**config.mk**
```make
export PLATFORM = sky130hd
export DESIGN_NAME = data_transfer_insn_decoder
export DESIGN_NICKNAME = d
export VERILOG_FILES = /design/src/xfer_pkg.sv /design/src/xfer_rf_if.sv /design/src/data_transfer_insn_decoder.sv /design/src/xfer_reg_store.sv /design/src/xfer_field_decode.sv
export SDC_FILE = /design/constraint.sdc
export NUM_CORES = 2
export LEC_CHECK = 0
export BUFFER_PORTS_ARGS = -buffer_cell sky130_fd_sc_hd__buf_2
export CORE_ASPECT_RATIO = 1.25
export CORE_MARGIN = 3
export CORE_UTILIZATION = 56
export CTS_CLUSTER_DIAMETER = 120
export DETAILED_ROUTE_END_ITERATION = 7
export MAX_ROUTING_LAYER = met4
export PLACE_DENSITY = 0.76
export RECOVER_POWER = 50
export SETUP_SLACK_MARGIN = 0.02
export SYNTH_ARGS = -nofsm -noshare
export SYNTH_HDL_FRONTEND = slang
export SYNTH_SLANG_ARGS = --single-unit
```
**constraint.sdc**
```tcl
create_clock -name i_sys_clk -period 6.15 [get_ports i_sys_clk]
set_input_delay 0.9225 -clock i_sys_clk [delete_from_list [all_inputs] [get_ports i_sys_clk]]
set_output_delay 0.9225 -clock i_sys_clk [all_outputs]
set_load 0.03 [all_outputs]
```
**src/xfer_pkg.sv**
```systemverilog
`default_nettype none
// Notes on behaviour
// - Four-bit fields select registers; 0000 is zero.
// - Displacement scaled by 1, 2 or 4.
// - One execute cycle without wait states.
// - Fetch contention for memory adds cycles.
// - Stall users of a pending load target.
// - Transfers never touch the condition flag.
// - Transfers need no privileged mode.
// - Literal sign-extended into destination register.
// - Counter-relative word load, disp times two.
// - Counter-relative long load, disp times four.
// - Indirect stores by size; register copy.
// - Pre-decrement by size, then store.
// - Post-increment loads, extend, advance source.
// - Long post-increment: no extension, plus four.
// - Byte/word displacement stores of register zero.
// - Long displacement store, disp times four.
// - Byte/word displacement loads into register zero.
// - Long displacement load into any register.
// - Indexed byte store at zero plus destination.
package xfer_pkg;
   localparam int unsigned DATA_W    = 32;
   localparam int unsigned INSN_W    = 16;
   localparam int unsigned REG_IDX_W = 4;
   localparam int unsigned REG_COUNT = 16;
   localparam int unsigned RD_PORTS  = 3;
   localparam int unsigned WR_PORTS  = 2;
   // ****************************************
   // Instruction fields
   // ****************************************
   localparam int unsigned OPC_POS = 12;
   localparam int unsigned DST_POS = 8;
   localparam int unsigned SRC_POS = 4;
   localparam int unsigned SUB_POS = 0;
   localparam logic [3:0] REG_ZERO = 4'h0;
   localparam logic [3:0] OPC_IDX  = 4'h0;
   localparam logic [3:0] OPC_STD  = 4'h1;
   localparam logic [3:0] OPC_STR  = 4'h2;
   localparam logic [3:0] OPC_LDD  = 4'h5;
   localparam logic [3:0] OPC_LDR  = 4'h6;
   localparam logic [3:0] OPC_DSP8 = 4'h8;
   localparam logic [3:0] OPC_PCW  = 4'h9;
   localparam logic [3:0] OPC_PCL  = 4'hD;
   localparam logic [3:0] OPC_IMM  = 4'hE;
   localparam logic [3:0] SUB_MOVE = 4'h3;
   localparam logic [3:0] SUB_IDXB = 4'h4;
   localparam logic [3:0] DSP_STB  = 4'h0;
   localparam logic [3:0] DSP_STW  = 4'h1;
   localparam logic [3:0] DSP_LDB  = 4'h4;
   localparam logic [3:0] DSP_LDW  = 4'h5;
   localparam logic [1:0] SZ_BYTE  = 2'h0;
   localparam logic [1:0] SZ_WORD  = 2'h1;
   localparam logic [1:0] SZ_LONG  = 2'h2;
   localparam logic [1:0] SZ_NONE  = 2'h3;
   // ****************************************
   // Reset values
   // ****************************************
   localparam logic [DATA_W-1:0] RST_WORD = 32'h0;
   localparam logic [INSN_W-1:0] RST_INSN = 16'h0;
   typedef enum logic [2:0] {OP_NONE, OP_IMM, OP_MOVE, OP_LOAD, OP_STORE} op_t;
   typedef enum logic [2:0] {AM_REG, AM_IND, AM_PREDEC, AM_POSTINC, AM_DISP, AM_IDX,
                             AM_PC} am_t;
   typedef struct packed {
      op_t            op;
      am_t            am;
      logic [1:0]     size;
      logic [3:0]     dst_reg;
      logic [3:0]     base_reg;
      logic [3:0]     data_reg;
      logic [7:0]     lit;
   } dec_t;
   function automatic logic [DATA_W-1:0] size_bytes(input logic [1:0] size);
      size_bytes = 32'h1 << size;
   endfunction : size_bytes
   function automatic logic [DATA_W-1:0] scale_disp(input logic [7:0] disp,
                                                    input logic [1:0] size);
      scale_disp = {24'h0, disp} << size;
   endfunction : scale_disp
   function automatic logic [DATA_W-1:0] sign_ext(input logic [DATA_W-1:0] v,
                                                  input logic [1:0] size);
      case (size)
         SZ_BYTE: sign_ext = {{24{v[7]}}, v[7:0]};
         SZ_WORD: sign_ext = {{16{v[15]}}, v[15:0]};
         default: sign_ext = v;
      endcase
   endfunction : sign_ext
endpackage : xfer_pkg
`default_nettype wire

```
**src/xfer_rf_if.sv**
```systemverilog
`timescale 1ns/1ps
`default_nettype none
interface xfer_rf_if;
   import xfer_pkg::*;
   logic [REG_IDX_W-1:0] rd_addr [RD_PORTS];
   logic [DATA_W-1:0]    rd_data [RD_PORTS];
   logic                 wr_en   [WR_PORTS];
   logic [REG_IDX_W-1:0] wr_addr [WR_PORTS];
   logic [DATA_W-1:0]    wr_data [WR_PORTS];
   modport core  (output rd_addr, input rd_data, output wr_en, output wr_addr,
                  output wr_data);
   modport store (input rd_addr, output rd_data, input wr_en, input wr_addr,
                  input wr_data);
endinterface : xfer_rf_if
`default_nettype wire

```
**src/data_transfer_insn_decoder.sv**
```systemverilog
`timescale 1ns/1ps
`default_nettype none
module data_transfer_insn_decoder (
   input  wire logic                        i_sys_clk,
   input  wire logic                        i_resetn,
   input  wire logic                        i_insn_valid,
   input  wire logic [xfer_pkg::INSN_W-1:0] i_insn,
   input  wire logic [xfer_pkg::DATA_W-1:0] i_insn_pc,
   output var  logic                        o_insn_ready,
   input  wire logic                        i_fetch_busy,
   output var  logic                        o_mem_req,
   output var  logic                        o_mem_we,
   output var  logic [1:0]                  o_mem_size,
   output var  logic [xfer_pkg::DATA_W-1:0] o_mem_addr,
   output var  logic [xfer_pkg::DATA_W-1:0] o_mem_wdata,
   input  wire logic                        i_mem_ack,
   input  wire logic [xfer_pkg::DATA_W-1:0] i_mem_rdata,
   input  wire logic [xfer_pkg::DATA_W-1:0] i_status_word,
   output var  logic [xfer_pkg::DATA_W-1:0] o_status_word,
   output var  logic                        o_flag_write,
   output var  logic                        o_priv_required,
   output var  logic                        o_retire,
   output var  logic                        o_illegal
);
   import xfer_pkg::*;

   // ****************************************
   // Declarations
   // ****************************************
   xfer_rf_if                rf ();
   dec_t                     head_dec;
   logic [REG_COUNT-1:0]     head_mask;
   logic [INSN_W-1:0]        slot0_insn_q, slot0_insn_d, slot1_insn_q, slot1_insn_d;
   logic [DATA_W-1:0]        slot0_pc_q, slot0_pc_d, slot1_pc_q, slot1_pc_d;
   logic [1:0]               cnt_q, cnt_d, cnt_pop;
   logic                     ready_q, ready_d;
   logic                     e_valid_q, e_valid_d;
   dec_t                     e_dec_q, e_dec_d;
   logic [DATA_W-1:0]        e_pc_q, e_pc_d;
   logic                     mem_req_q, mem_req_d, mem_we_q, mem_we_d;
   logic [1:0]               mem_size_q, mem_size_d;
   logic [DATA_W-1:0]        mem_addr_q, mem_addr_d, mem_wdata_q, mem_wdata_d;
   logic                     load_pend_q, load_pend_d;
   logic [REG_IDX_W-1:0]     load_dst_q, load_dst_d;
   logic [1:0]               load_size_q, load_size_d;
   logic                     retire_q, retire_d, illegal_q, illegal_d;
   logic [DATA_W-1:0]        status_q;
   logic                     head_valid, push, pop, issue, drop, hazard;
   logic                     e_mem, mem_free, e_done, load_back;
   logic [DATA_W-1:0]        base_val, data_val, zero_val, e_addr;

   xfer_field_decode u_decode (
      .i_insn     (slot0_insn_q),
      .o_dec      (head_dec),
      .o_use_mask (head_mask)
   );

   xfer_reg_store #(
      .NREGS (REG_COUNT)
   ) u_regs (
      .i_sys_clk (i_sys_clk),
      .i_resetn  (i_resetn),
      .rf        (rf.store)
   );

   // ****************************************
   // Issue control
   // ****************************************
   assign head_valid = (cnt_q != 2'h0);
   assign push       = i_insn_valid && ready_q;
   assign e_mem      = e_valid_q && ((e_dec_q.op == OP_LOAD) || (e_dec_q.op == OP_STORE));
   // One access in flight; next may leave on the ack
   assign mem_free   = (!mem_req_q || i_mem_ack) && (!load_pend_q || i_mem_ack);
   assign e_done     = e_valid_q && (!e_mem || (!i_fetch_busy && mem_free));
   assign load_back  = load_pend_q && i_mem_ack;
   assign hazard     = (load_pend_q && !i_mem_ack && head_mask[load_dst_q])
                     || (e_valid_q && (e_dec_q.op == OP_LOAD)
                         && head_mask[e_dec_q.dst_reg]);
   assign drop       = head_valid && (head_dec.op == OP_NONE);
   assign issue      = head_valid && !drop && !hazard && (!e_valid_q || e_done);
   assign pop        = issue || drop;

   // ****************************************
   // Instruction slots
   // ****************************************
   // Two slots let the registered ready keep one instruction per cycle
   always_comb begin
      slot0_insn_d = slot0_insn_q;
      slot0_pc_d   = slot0_pc_q;
      slot1_insn_d = slot1_insn_q;
      slot1_pc_d   = slot1_pc_q;
      cnt_pop      = cnt_q - {1'b0, pop};
      if (pop) begin
         slot0_insn_d = slot1_insn_q;
         slot0_pc_d   = slot1_pc_q;
      end
      if (push && (cnt_pop == 2'h0)) begin
         slot0_insn_d = i_insn;
         slot0_pc_d   = i_insn_pc;
      end else if (push) begin
         slot1_insn_d = i_insn;
         slot1_pc_d   = i_insn_pc;
      end
      cnt_d     = cnt_pop + {1'b0, push};
      ready_d   = (cnt_d < 2'h2);
      illegal_d = drop;
   end

   always_ff @(posedge i_sys_clk or negedge i_resetn) begin
      if (!i_resetn) begin
         slot0_insn_q <= RST_INSN;
         slot1_insn_q <= RST_INSN;
         slot0_pc_q   <= RST_WORD;
         slot1_pc_q   <= RST_WORD;
         cnt_q        <= 2'h0;
         ready_q      <= 1'b0;
         illegal_q    <= 1'b0;
      end else begin
         slot0_insn_q <= slot0_insn_d;
         slot1_insn_q <= slot1_insn_d;
         slot0_pc_q   <= slot0_pc_d;
         slot1_pc_q   <= slot1_pc_d;
         cnt_q        <= cnt_d;
         ready_q      <= ready_d;
         illegal_q    <= illegal_d;
      end
   end

   // ****************************************
   // Execute stage and register writes
   // ****************************************
   // A stalled stage re-reads its own operands so they stay current
   always_comb begin
      rf.rd_addr[0] = issue ? head_dec.base_reg : e_dec_q.base_reg;
      rf.rd_addr[1] = issue ? head_dec.data_reg : e_dec_q.data_reg;
      rf.rd_addr[2] = REG_ZERO;
   end
   assign base_val = rf.rd_data[0];
   assign data_val = rf.rd_data[1];
   assign zero_val = rf.rd_data[2];

   always_comb begin
      case (e_dec_q.am)
         AM_PREDEC: e_addr = base_val - size_bytes(e_dec_q.size);
         AM_DISP:   e_addr = base_val + scale_disp(e_dec_q.lit, e_dec_q.size);
         AM_IDX:    e_addr = zero_val + base_val;
         AM_PC:     e_addr = e_pc_q + scale_disp(e_dec_q.lit, e_dec_q.size);
         default:   e_addr = base_val;
      endcase
   end

   always_comb begin
      e_valid_d = e_valid_q && !e_done;
      e_dec_d   = e_dec_q;
      e_pc_d    = e_pc_q;
      retire_d  = e_done;
      if (issue) begin
         e_valid_d = 1'b1;
         e_dec_d   = head_dec;
         e_pc_d    = slot0_pc_q;
      end
      // Port 0: execute results and address updates
      rf.wr_en[0]   = 1'b0;
      rf.wr_addr[0] = e_dec_q.dst_reg;
      rf.wr_data[0] = data_val;
      if (e_done) begin
         case (e_dec_q.op)
            OP_IMM: begin
               rf.wr_en[0]   = 1'b1;
               rf.wr_data[0] = sign_ext({24'h0, e_dec_q.lit}, SZ_BYTE);
            end
            OP_MOVE: rf.wr_en[0] = 1'b1;
            default: begin
               rf.wr_addr[0] = e_dec_q.base_reg;
               if (e_dec_q.am == AM_PREDEC) begin
                  rf.wr_en[0]   = 1'b1;
                  rf.wr_data[0] = e_addr;
               end else if (e_dec_q.am == AM_POSTINC) begin
                  rf.wr_en[0]   = 1'b1;
                  rf.wr_data[0] = base_val + size_bytes(e_dec_q.size);
               end
            end
         endcase
      end
      // Port 1: load data; it wins over port 0 on the same register
      rf.wr_en[1]   = load_back;
      rf.wr_addr[1] = load_dst_q;
      rf.wr_data[1] = sign_ext(i_mem_rdata, load_size_q);
   end

   always_ff @(posedge i_sys_clk or negedge i_resetn) begin
      if (!i_resetn) begin
         e_valid_q <= 1'b0;
         e_dec_q   <= '0;
         e_pc_q    <= RST_WORD;
         retire_q  <= 1'b0;
      end else begin
         e_valid_q <= e_valid_d;
         e_dec_q   <= e_dec_d;
         e_pc_q    <= e_pc_d;
         retire_q  <= retire_d;
      end
   end

   // ****************************************
   // Memory access
   // ****************************************
   always_comb begin
      mem_req_d   = mem_req_q && !i_mem_ack;
      mem_we_d    = mem_we_q;
      mem_size_d  = mem_size_q;
      mem_addr_d  = mem_addr_q;
      mem_wdata_d = mem_wdata_q;
      load_pend_d = load_pend_q && !i_mem_ack;
      load_dst_d  = load_dst_q;
      load_size_d = load_size_q;
      if (e_done && e_mem) begin
         mem_req_d   = 1'b1;
         mem_we_d    = (e_dec_q.op == OP_STORE);
         mem_size_d  = e_dec_q.size;
         mem_addr_d  = e_addr;
         mem_wdata_d = data_val;
         load_pend_d = (e_dec_q.op == OP_LOAD);
         load_dst_d  = e_dec_q.dst_reg;
         load_size_d = e_dec_q.size;
      end
   end

   always_ff @(posedge i_sys_clk or negedge i_resetn) begin
      if (!i_resetn) begin
         mem_req_q   <= 1'b0;
         mem_we_q    <= 1'b0;
         mem_size_q  <= SZ_BYTE;
         mem_addr_q  <= RST_WORD;
         mem_wdata_q <= RST_WORD;
         load_pend_q <= 1'b0;
         load_dst_q  <= REG_ZERO;
         load_size_q <= SZ_BYTE;
      end else begin
         mem_req_q   <= mem_req_d;
         mem_we_q    <= mem_we_d;
         mem_size_q  <= mem_size_d;
         mem_addr_q  <= mem_addr_d;
         mem_wdata_q <= mem_wdata_d;
         load_pend_q <= load_pend_d;
         load_dst_q  <= load_dst_d;
         load_size_q <= load_size_d;
      end
   end

   // ****************************************
   // Status word
   // ****************************************
   // No transfer writes the flag
   always_ff @(posedge i_sys_clk or negedge i_resetn) begin
      if (!i_resetn) begin
         status_q <= RST_WORD;
      end else begin
         status_q <= i_status_word;
      end
   end

   assign o_insn_ready    = ready_q;
   assign o_mem_req       = mem_req_q;
   assign o_mem_we        = mem_we_q;
   assign o_mem_size      = mem_size_q;
   assign o_mem_addr      = mem_addr_q;
   assign o_mem_wdata     = mem_wdata_q;
   assign o_status_word   = status_q;
   assign o_flag_write    = 1'b0;
   assign o_priv_required = 1'b0;
   assign o_retire        = retire_q;
   assign o_illegal       = illegal_q;
endmodule : data_transfer_insn_decoder
`default_nettype wire

```
**src/xfer_reg_store.sv**
```systemverilog
`timescale 1ns/1ps
`default_nettype none
module xfer_reg_store #(
   parameter int unsigned NREGS = xfer_pkg::REG_COUNT
) (
   input  wire logic i_sys_clk,
   input  wire logic i_resetn,
   xfer_rf_if.store  rf
);
   import xfer_pkg::*;
   if (NREGS != (1 << REG_IDX_W)) begin : g_chk
      $error("xfer_reg_store: NREGS must match the register field width");
   end
   logic [DATA_W-1:0] mem_q  [NREGS];
   logic [DATA_W-1:0] rd_d   [RD_PORTS];
   logic [DATA_W-1:0] rd_q   [RD_PORTS];
   // Write-first bypass: no stale reads
   always_comb begin
      for (int p = 0; p < RD_PORTS; p++) begin
         rd_d[p] = mem_q[rf.rd_addr[p]];
         for (int w = 0; w < WR_PORTS; w++) begin
            if (rf.wr_en[w] && (rf.wr_addr[w] == rf.rd_addr[p])) begin
               rd_d[p] = rf.wr_data[w];
            end
         end
      end
   end
   always_ff @(posedge i_sys_clk) begin
      for (int w = 0; w < WR_PORTS; w++) begin
         if (rf.wr_en[w]) begin
            mem_q[rf.wr_addr[w]] <= rf.wr_data[w];
         end
      end
   end
   always_ff @(posedge i_sys_clk or negedge i_resetn) begin
      if (!i_resetn) begin
         for (int p = 0; p < RD_PORTS; p++) begin
            rd_q[p] <= RST_WORD;
         end
      end else begin
         rd_q <= rd_d;
      end
   end
   always_comb begin
      rf.rd_data = rd_q;
   end
endmodule : xfer_reg_store
`default_nettype wire

```
**src/xfer_field_decode.sv**
```systemverilog
`timescale 1ns/1ps
`default_nettype none
module xfer_field_decode (
   input  wire logic [xfer_pkg::INSN_W-1:0]    i_insn,
   output var  xfer_pkg::dec_t                 o_dec,
   output var  logic [xfer_pkg::REG_COUNT-1:0] o_use_mask
);
   import xfer_pkg::*;
   logic [3:0] opc;
   logic [3:0] dst_reg_field;
   logic [3:0] source_reg_field;
   logic [3:0] sub;
   logic       sz_ok;
   dec_t       d;
   always_comb begin
      opc              = i_insn[OPC_POS +: 4];
      dst_reg_field    = i_insn[DST_POS +: 4];
      source_reg_field = i_insn[SRC_POS +: 4];
      sub              = i_insn[SUB_POS +: 4];
      sz_ok            = !sub[3] && (sub[1:0] != SZ_NONE);
      d                = '0;
      d.lit            = i_insn[7:0];
      case (opc)
         OPC_IMM: begin
            d.op = OP_IMM;
            d.dst_reg = dst_reg_field;
         end
         OPC_PCW, OPC_PCL: begin
            d.op = OP_LOAD;
            d.am = AM_PC;
            d.dst_reg = dst_reg_field;
            d.size = (opc == OPC_PCW) ? SZ_WORD : SZ_LONG;
         end
         OPC_STD, OPC_LDD: begin
            d.op = (opc == OPC_STD) ? OP_STORE : OP_LOAD;
            d.am = AM_DISP;
            d.size = SZ_LONG;
            d.base_reg = (opc == OPC_STD) ? dst_reg_field : source_reg_field;
            d.data_reg = source_reg_field;
            d.dst_reg = dst_reg_field;
            d.lit = {4'h0, sub};
         end
         OPC_STR: begin
            if (sz_ok) begin
               d.op = OP_STORE;
               d.am = sub[2] ? AM_PREDEC : AM_IND;
               d.size = sub[1:0];
               d.base_reg = dst_reg_field;
               d.data_reg = source_reg_field;
            end
         end
         OPC_LDR: begin
            if (sub == SUB_MOVE) begin
               d.op = OP_MOVE;
               d.dst_reg = dst_reg_field;
               d.data_reg = source_reg_field;
            end else if (sz_ok) begin
               d.op = OP_LOAD;
               d.am = sub[2] ? AM_POSTINC : AM_IND;
               d.size = sub[1:0];
               d.base_reg = source_reg_field;
               d.dst_reg = dst_reg_field;
            end
         end
         OPC_IDX: begin
            if (sub == SUB_IDXB) begin
               d.op = OP_STORE;
               d.am = AM_IDX;
               d.size = SZ_BYTE;
               d.base_reg = dst_reg_field;
               d.data_reg = source_reg_field;
            end
         end
         OPC_DSP8: begin
            // Register in bits 7:4, displacement in 3:0
            d.am = AM_DISP;
            d.base_reg = source_reg_field;
            d.data_reg = REG_ZERO;
            d.dst_reg = REG_ZERO;
            d.size = {1'b0, dst_reg_field[0]};
            d.lit = {4'h0, sub};
            case (dst_reg_field)
               DSP_STB, DSP_STW: d.op = OP_STORE;
               DSP_LDB, DSP_LDW: d.op = OP_LOAD;
               default: d.op = OP_NONE;
            endcase
         end
         default: d.op = OP_NONE;
      endcase
      o_use_mask = '0;
      if ((d.op != OP_NONE) && (d.am != AM_REG) && (d.am != AM_PC)) begin
         o_use_mask[d.base_reg] = 1'b1;
      end
      if ((d.op == OP_STORE) || (d.op == OP_MOVE)) begin
         o_use_mask[d.data_reg] = 1'b1;
      end
      if ((d.op == OP_STORE) && (d.am == AM_IDX)) begin
         o_use_mask[REG_ZERO] = 1'b1;
      end
      if ((d.op == OP_LOAD) || (d.op == OP_MOVE) || (d.op == OP_IMM)) begin
         o_use_mask[d.dst_reg] = 1'b1;
      end
      o_dec = d;
   end
endmodule : xfer_field_decode
`default_nettype wire

```
==> summary.txt <==
=========================================================================================
Run status                                                                   complete, but fails checks
Violations in the final reports                                              max-capacitance violations, max-slew violations
Endpoint arrival time on the critical path                                        6.30 ns
Synth Register Bits                                                                   875
Number of distinct standard cells referenced by the synthesized netlist               113
Total of hold buffers inserted after clock tree synthesis                               0
Most frequent CP cell                                                             nand2_1
Post-synth EDFFs                                                                      512
Share of post-route cells with drive strength above 1                              16.48%
CTS tree                                                                            built
Deepest clock path buffer count                                                         3
Proportion of register bits with asynchronous set or reset after synthesis         41.49%
Initial cell density of the core                                                   56.69%
Net count reported at finish                                                        5,392
H-Tree Depth                                                                            3
Startpoint class of the critical path                                                flop
Vias                                                                               44,764
Main synth FF type                                                               edfxtp_1
WL final                                                                       191,400 um
Vias in the first global route                                                     43,535
Synth Warn #                                                                            0
Routability-driven placement congestion ratio                                       1.011
Die boundary width                                                               276.7 um
Fraction of synthesized cell area taken by the top area cell type                  29.97%
Top area cells in the synthesized netlist                                    edfxtp_1 (30%), dfrtp_1 (18%), mux4_2 (6.6%), nand2_1 (6.4%), o21ai_0 (5.2%)
Remaining routing DRC violations                                                        0
Critical-path top delay cell                                                      nand2_1
Total GRT Usage                                                                    40.50%
Routed len/inst                                                                  29.49 um
Worst clock skew on the final layout                                           0.05103 ns
Antenna violations before repair                                                        9
CTS buffer count                                                                       87
Unrepaired setup endpoints after global routing                                        no
Endpoint required time on the critical path                                       6.50 ns
Routed via count divided by cell count                                              6.896
Post-synthesis instance area                                                 51,300 sq um
Gr ovfl total                                                                           0
Fraction of power spent switching nets                                             46.91%
Max Clk Rate                                                                   0.1681 GHz
Part of the total power dissipated in the clock network                             14.9%
Gate Count Post-Synth                                                               5,150
Crit share post-route                                                              96.72%
Clock slew at the register clock pins of the worst setup and hold paths           0.07 ns
Final total negative setup slack                                                     0 ns
Cells traversed along the worst timing path                                  nor2b_1 > a21oi_1 > nor2b_1 > nand2_1 > nand2_1 > clkbuf_1 > inv_1 > o21ai_0 > clkbuf_1 > mux2_1 > nor2_1 > nand4_1 > clkbuf_2 > nand2_1 > buf_6
Max transition margin                                                             -170.1%
Top-level port count                                                                  222
Longest individual stage delay on the worst path                                  0.85 ns
Library cell occupying the most area in the post-synthesis netlist               edfxtp_1
Critical path start-end classification                                       flop to flop
Endpoints failing setup                                                                 0
Total count of max-transition violations in the final report                          522
Die Ht                                                                           344.4 um
Element type at the critical path end                                                flop
Total power                                                                     37,570 uW
Combinational share of power                                                        58.0%
Switching power summed over all nets                                            17,620 uW
Core Rows                                                                             123
Maximum resistive drop on vdd                                                    902.4 uV
Placed inst area                                                             54,310 sq um
Final critical path time including I/O delays and setup                          5.948 ns
Fin area                                                                     56,960 sq um
Core Footprint                                                               90,490 sq um
Insertion delay of the later-clocked pin in the worst-skew pair                   0.70 ns
Number of nets with antenna violations after routing                                    0
Hold/Removal Path Class                                                      input port to flop
Pre-CTS WS                                                                      0.2890 ns
CTS sink cnt                                                                          875
# Max-Cap Violations                                                                    7
Mean Syn Cell Area                                                            9.962 sq um
Power per unit of standard cell area                                         659.6 nW/um^2
Area grow syn2layout                                                               11.02%
Final Worst Setup Slack                                                         0.2018 ns
Leakage power of the design                                                    0.02146 uW
Internal power summed over all cells                                            19,950 uW
First-pass GRT wire length                                                     279,500 um
Root buffer selected by CTS                                                     clkbuf_16
Count of input and output buffers                                                     219
Drt first-iter violations                                                           6,891
Hpwl dp                                                                        128,000 um
Die area                                                                     95,310 sq um
Sequential element share of the synthesized area                                   47.67%
Transition time at the pin with the least slew margin                            4.051 ns
Hold Fails Final Rpt                                                                    0
Detailed-router iteration count before antenna repair                                   7
Highest fanout seen on the critical path                                               24
Pin count of the biggest net entering global routing                                  111
Sequential fraction of design power                                                 27.1%
Post-synth top cells                                                         nand2_1 (874), o21ai_0 (534), edfxtp_1 (512)
Most frequent cell after synthesis                                                nand2_1
=========================================================================================
[path summary, 6_finish.rpt]
| kind | from | endpoint | slack [ns] | depth (start not counted) |
|---|---|---|---|---|
| setup / recovery | e_dec_q[25]$_DFFE_PN0N_ | u_regs.mem_q[0][29]$_DFFE_PP_ | 0.20 | 15 |
| hold / removal | i_status_word[27] | o_status_word[27]$_DFF_PN0_ | 0.32 | 1 |
| setup reg to reg | e_dec_q[25]$_DFFE_PN0N_ | u_regs.mem_q[0][29]$_DFFE_PP_ | 0.20 | 15 |
| hold reg to reg | slot0_pc_q[25]$_DFFE_PN0P_ | e_pc_q[25]$_DFFE_PN0N_ | 0.47 | 2 |
| max in group asynchronous | i_resetn | o_mem_wdata[19]$_DFFE_PN0P_ | 1.09 | 2 |
| min in group asynchronous | i_resetn | cnt_q[1]$_DFF_PN0_ | 1.22 | 1 |
[power by group through the flow]
stage          combinational [uW]  sequential (uW)  clock, uW
2_1_floorplan               14500             9640          0
3_3_place_gp                20800            10100          0
3_5_place_dp                21200            10100          0
4_1_cts                     21300            10000       5600
5_1_grt                     23200            10200       5830
6_report                    21800            10200       5590
[repair_timing]
item / CTS / global route
buffers inserted: 0 / 1
setup endpoints to repair: 0 / 61
gates resized for setup: 0 / 7
endpoints found under the hold margin: 0 / 0
[through the flow]
stage	utilization (%)	cells	hold WS [ns]
final	62.94	6491	0.3216
after global routing	62.94	6490	0.3016
after CTS	63.29	6482	0.2915
after detailed placement	60.02	6320	0.4582
after global placement	60.02	6320	0.4557
after floorplan	-	5151	0.4380
[sequential cells by signal (all words and copies together), names as in the netlist]
register and cells:
o_retire 1, e_dec_q 28, load_dst_q 4, u_regs.rf.rd_data 96, o_mem_we 1, u_regs.mem_q 512, o_illegal 1, e_pc_q 32
load_size_q 2, o_mem_req 1, o_status_word 32, slot1_pc_q 32, load_pend_q 1, o_mem_wdata 32, slot0_pc_q 32, e_valid_q 1
cnt_q 2, slot0_insn_q 16, o_insn_ready 1, slot1_insn_q 16, o_mem_addr 32
[final cells by class]
type	count	area [sq um]
Inverter	56	224.0
Sequential cell	875	24460
Tap cell	1187	1485
Fill cell	7269	33530
Antenna cell	8	20.02
Multi-Input combinational cell	3759	24910
Clock buffer	110	2399
Clock inverter	52	560.5
Timing Repair Buffer	444	2903
[logic make-up after synthesis]
group,synth area share (%)
compound gates,16.89
xor+xnor,1.588
fa+ha+maj,1.312
buf+inv,4.265
flops,47.67
mux,13.96
other cells,0.007309
simple gates,14.31
[routing by layer]
metal  vias to the layer above  global-route usage [%]  part of all wire [%]
met4                         0                   26.57                   7.9
met1                     21286                   47.95                    34
li1                      19016                       -                     -
met3                       935                   11.14                    14
met5                         -                       -                     0
met2                      3527                   61.15                    44
[worst max-delay path: cells and delay by family, from the launching register on]
kind	cells	cell delay [ns]
multiplexers	1	0.40
AND/OR/NAND/NOR	7	2.05
AO/OA/AOI/OAI	2	0.59
flip-flops	1	0.48
buffers and inverters	5	2.07
[placed cells by master (no fill, tap or decap), types with 33 or more instances in the layout]
| cell type | n |
|---|---|
| edfxtp_1 | 512 |
| xnor2_1 | 60 |
| nand2_1 | 873 |
| nor2_1 | 370 |
| mux2_2 | 120 |
| dfrtp_1 | 363 |
| inv_1 | 51 |
| buf_4 | 172 |
| mux2i_1 | 230 |
| a211oi_1 | 42 |
| a21o_1 | 48 |
| nand2b_1 | 40 |
| clkbuf_1 | 131 |
| nor3_1 | 49 |
| and3_1 | 46 |
| o22ai_1 | 64 |
| o21ai_0 | 524 |
| a31oi_1 | 37 |
| nand3_1 | 80 |
| clkbuf_16 | 91 |
| ha_1 | 49 |
| a22oi_1 | 50 |
| mux4_2 | 151 |
| a21oi_1 | 382 |
| buf_2 | 115 |
| xor2_1 | 33 |
No activity file was read; power rests on OpenSTA's default activity.
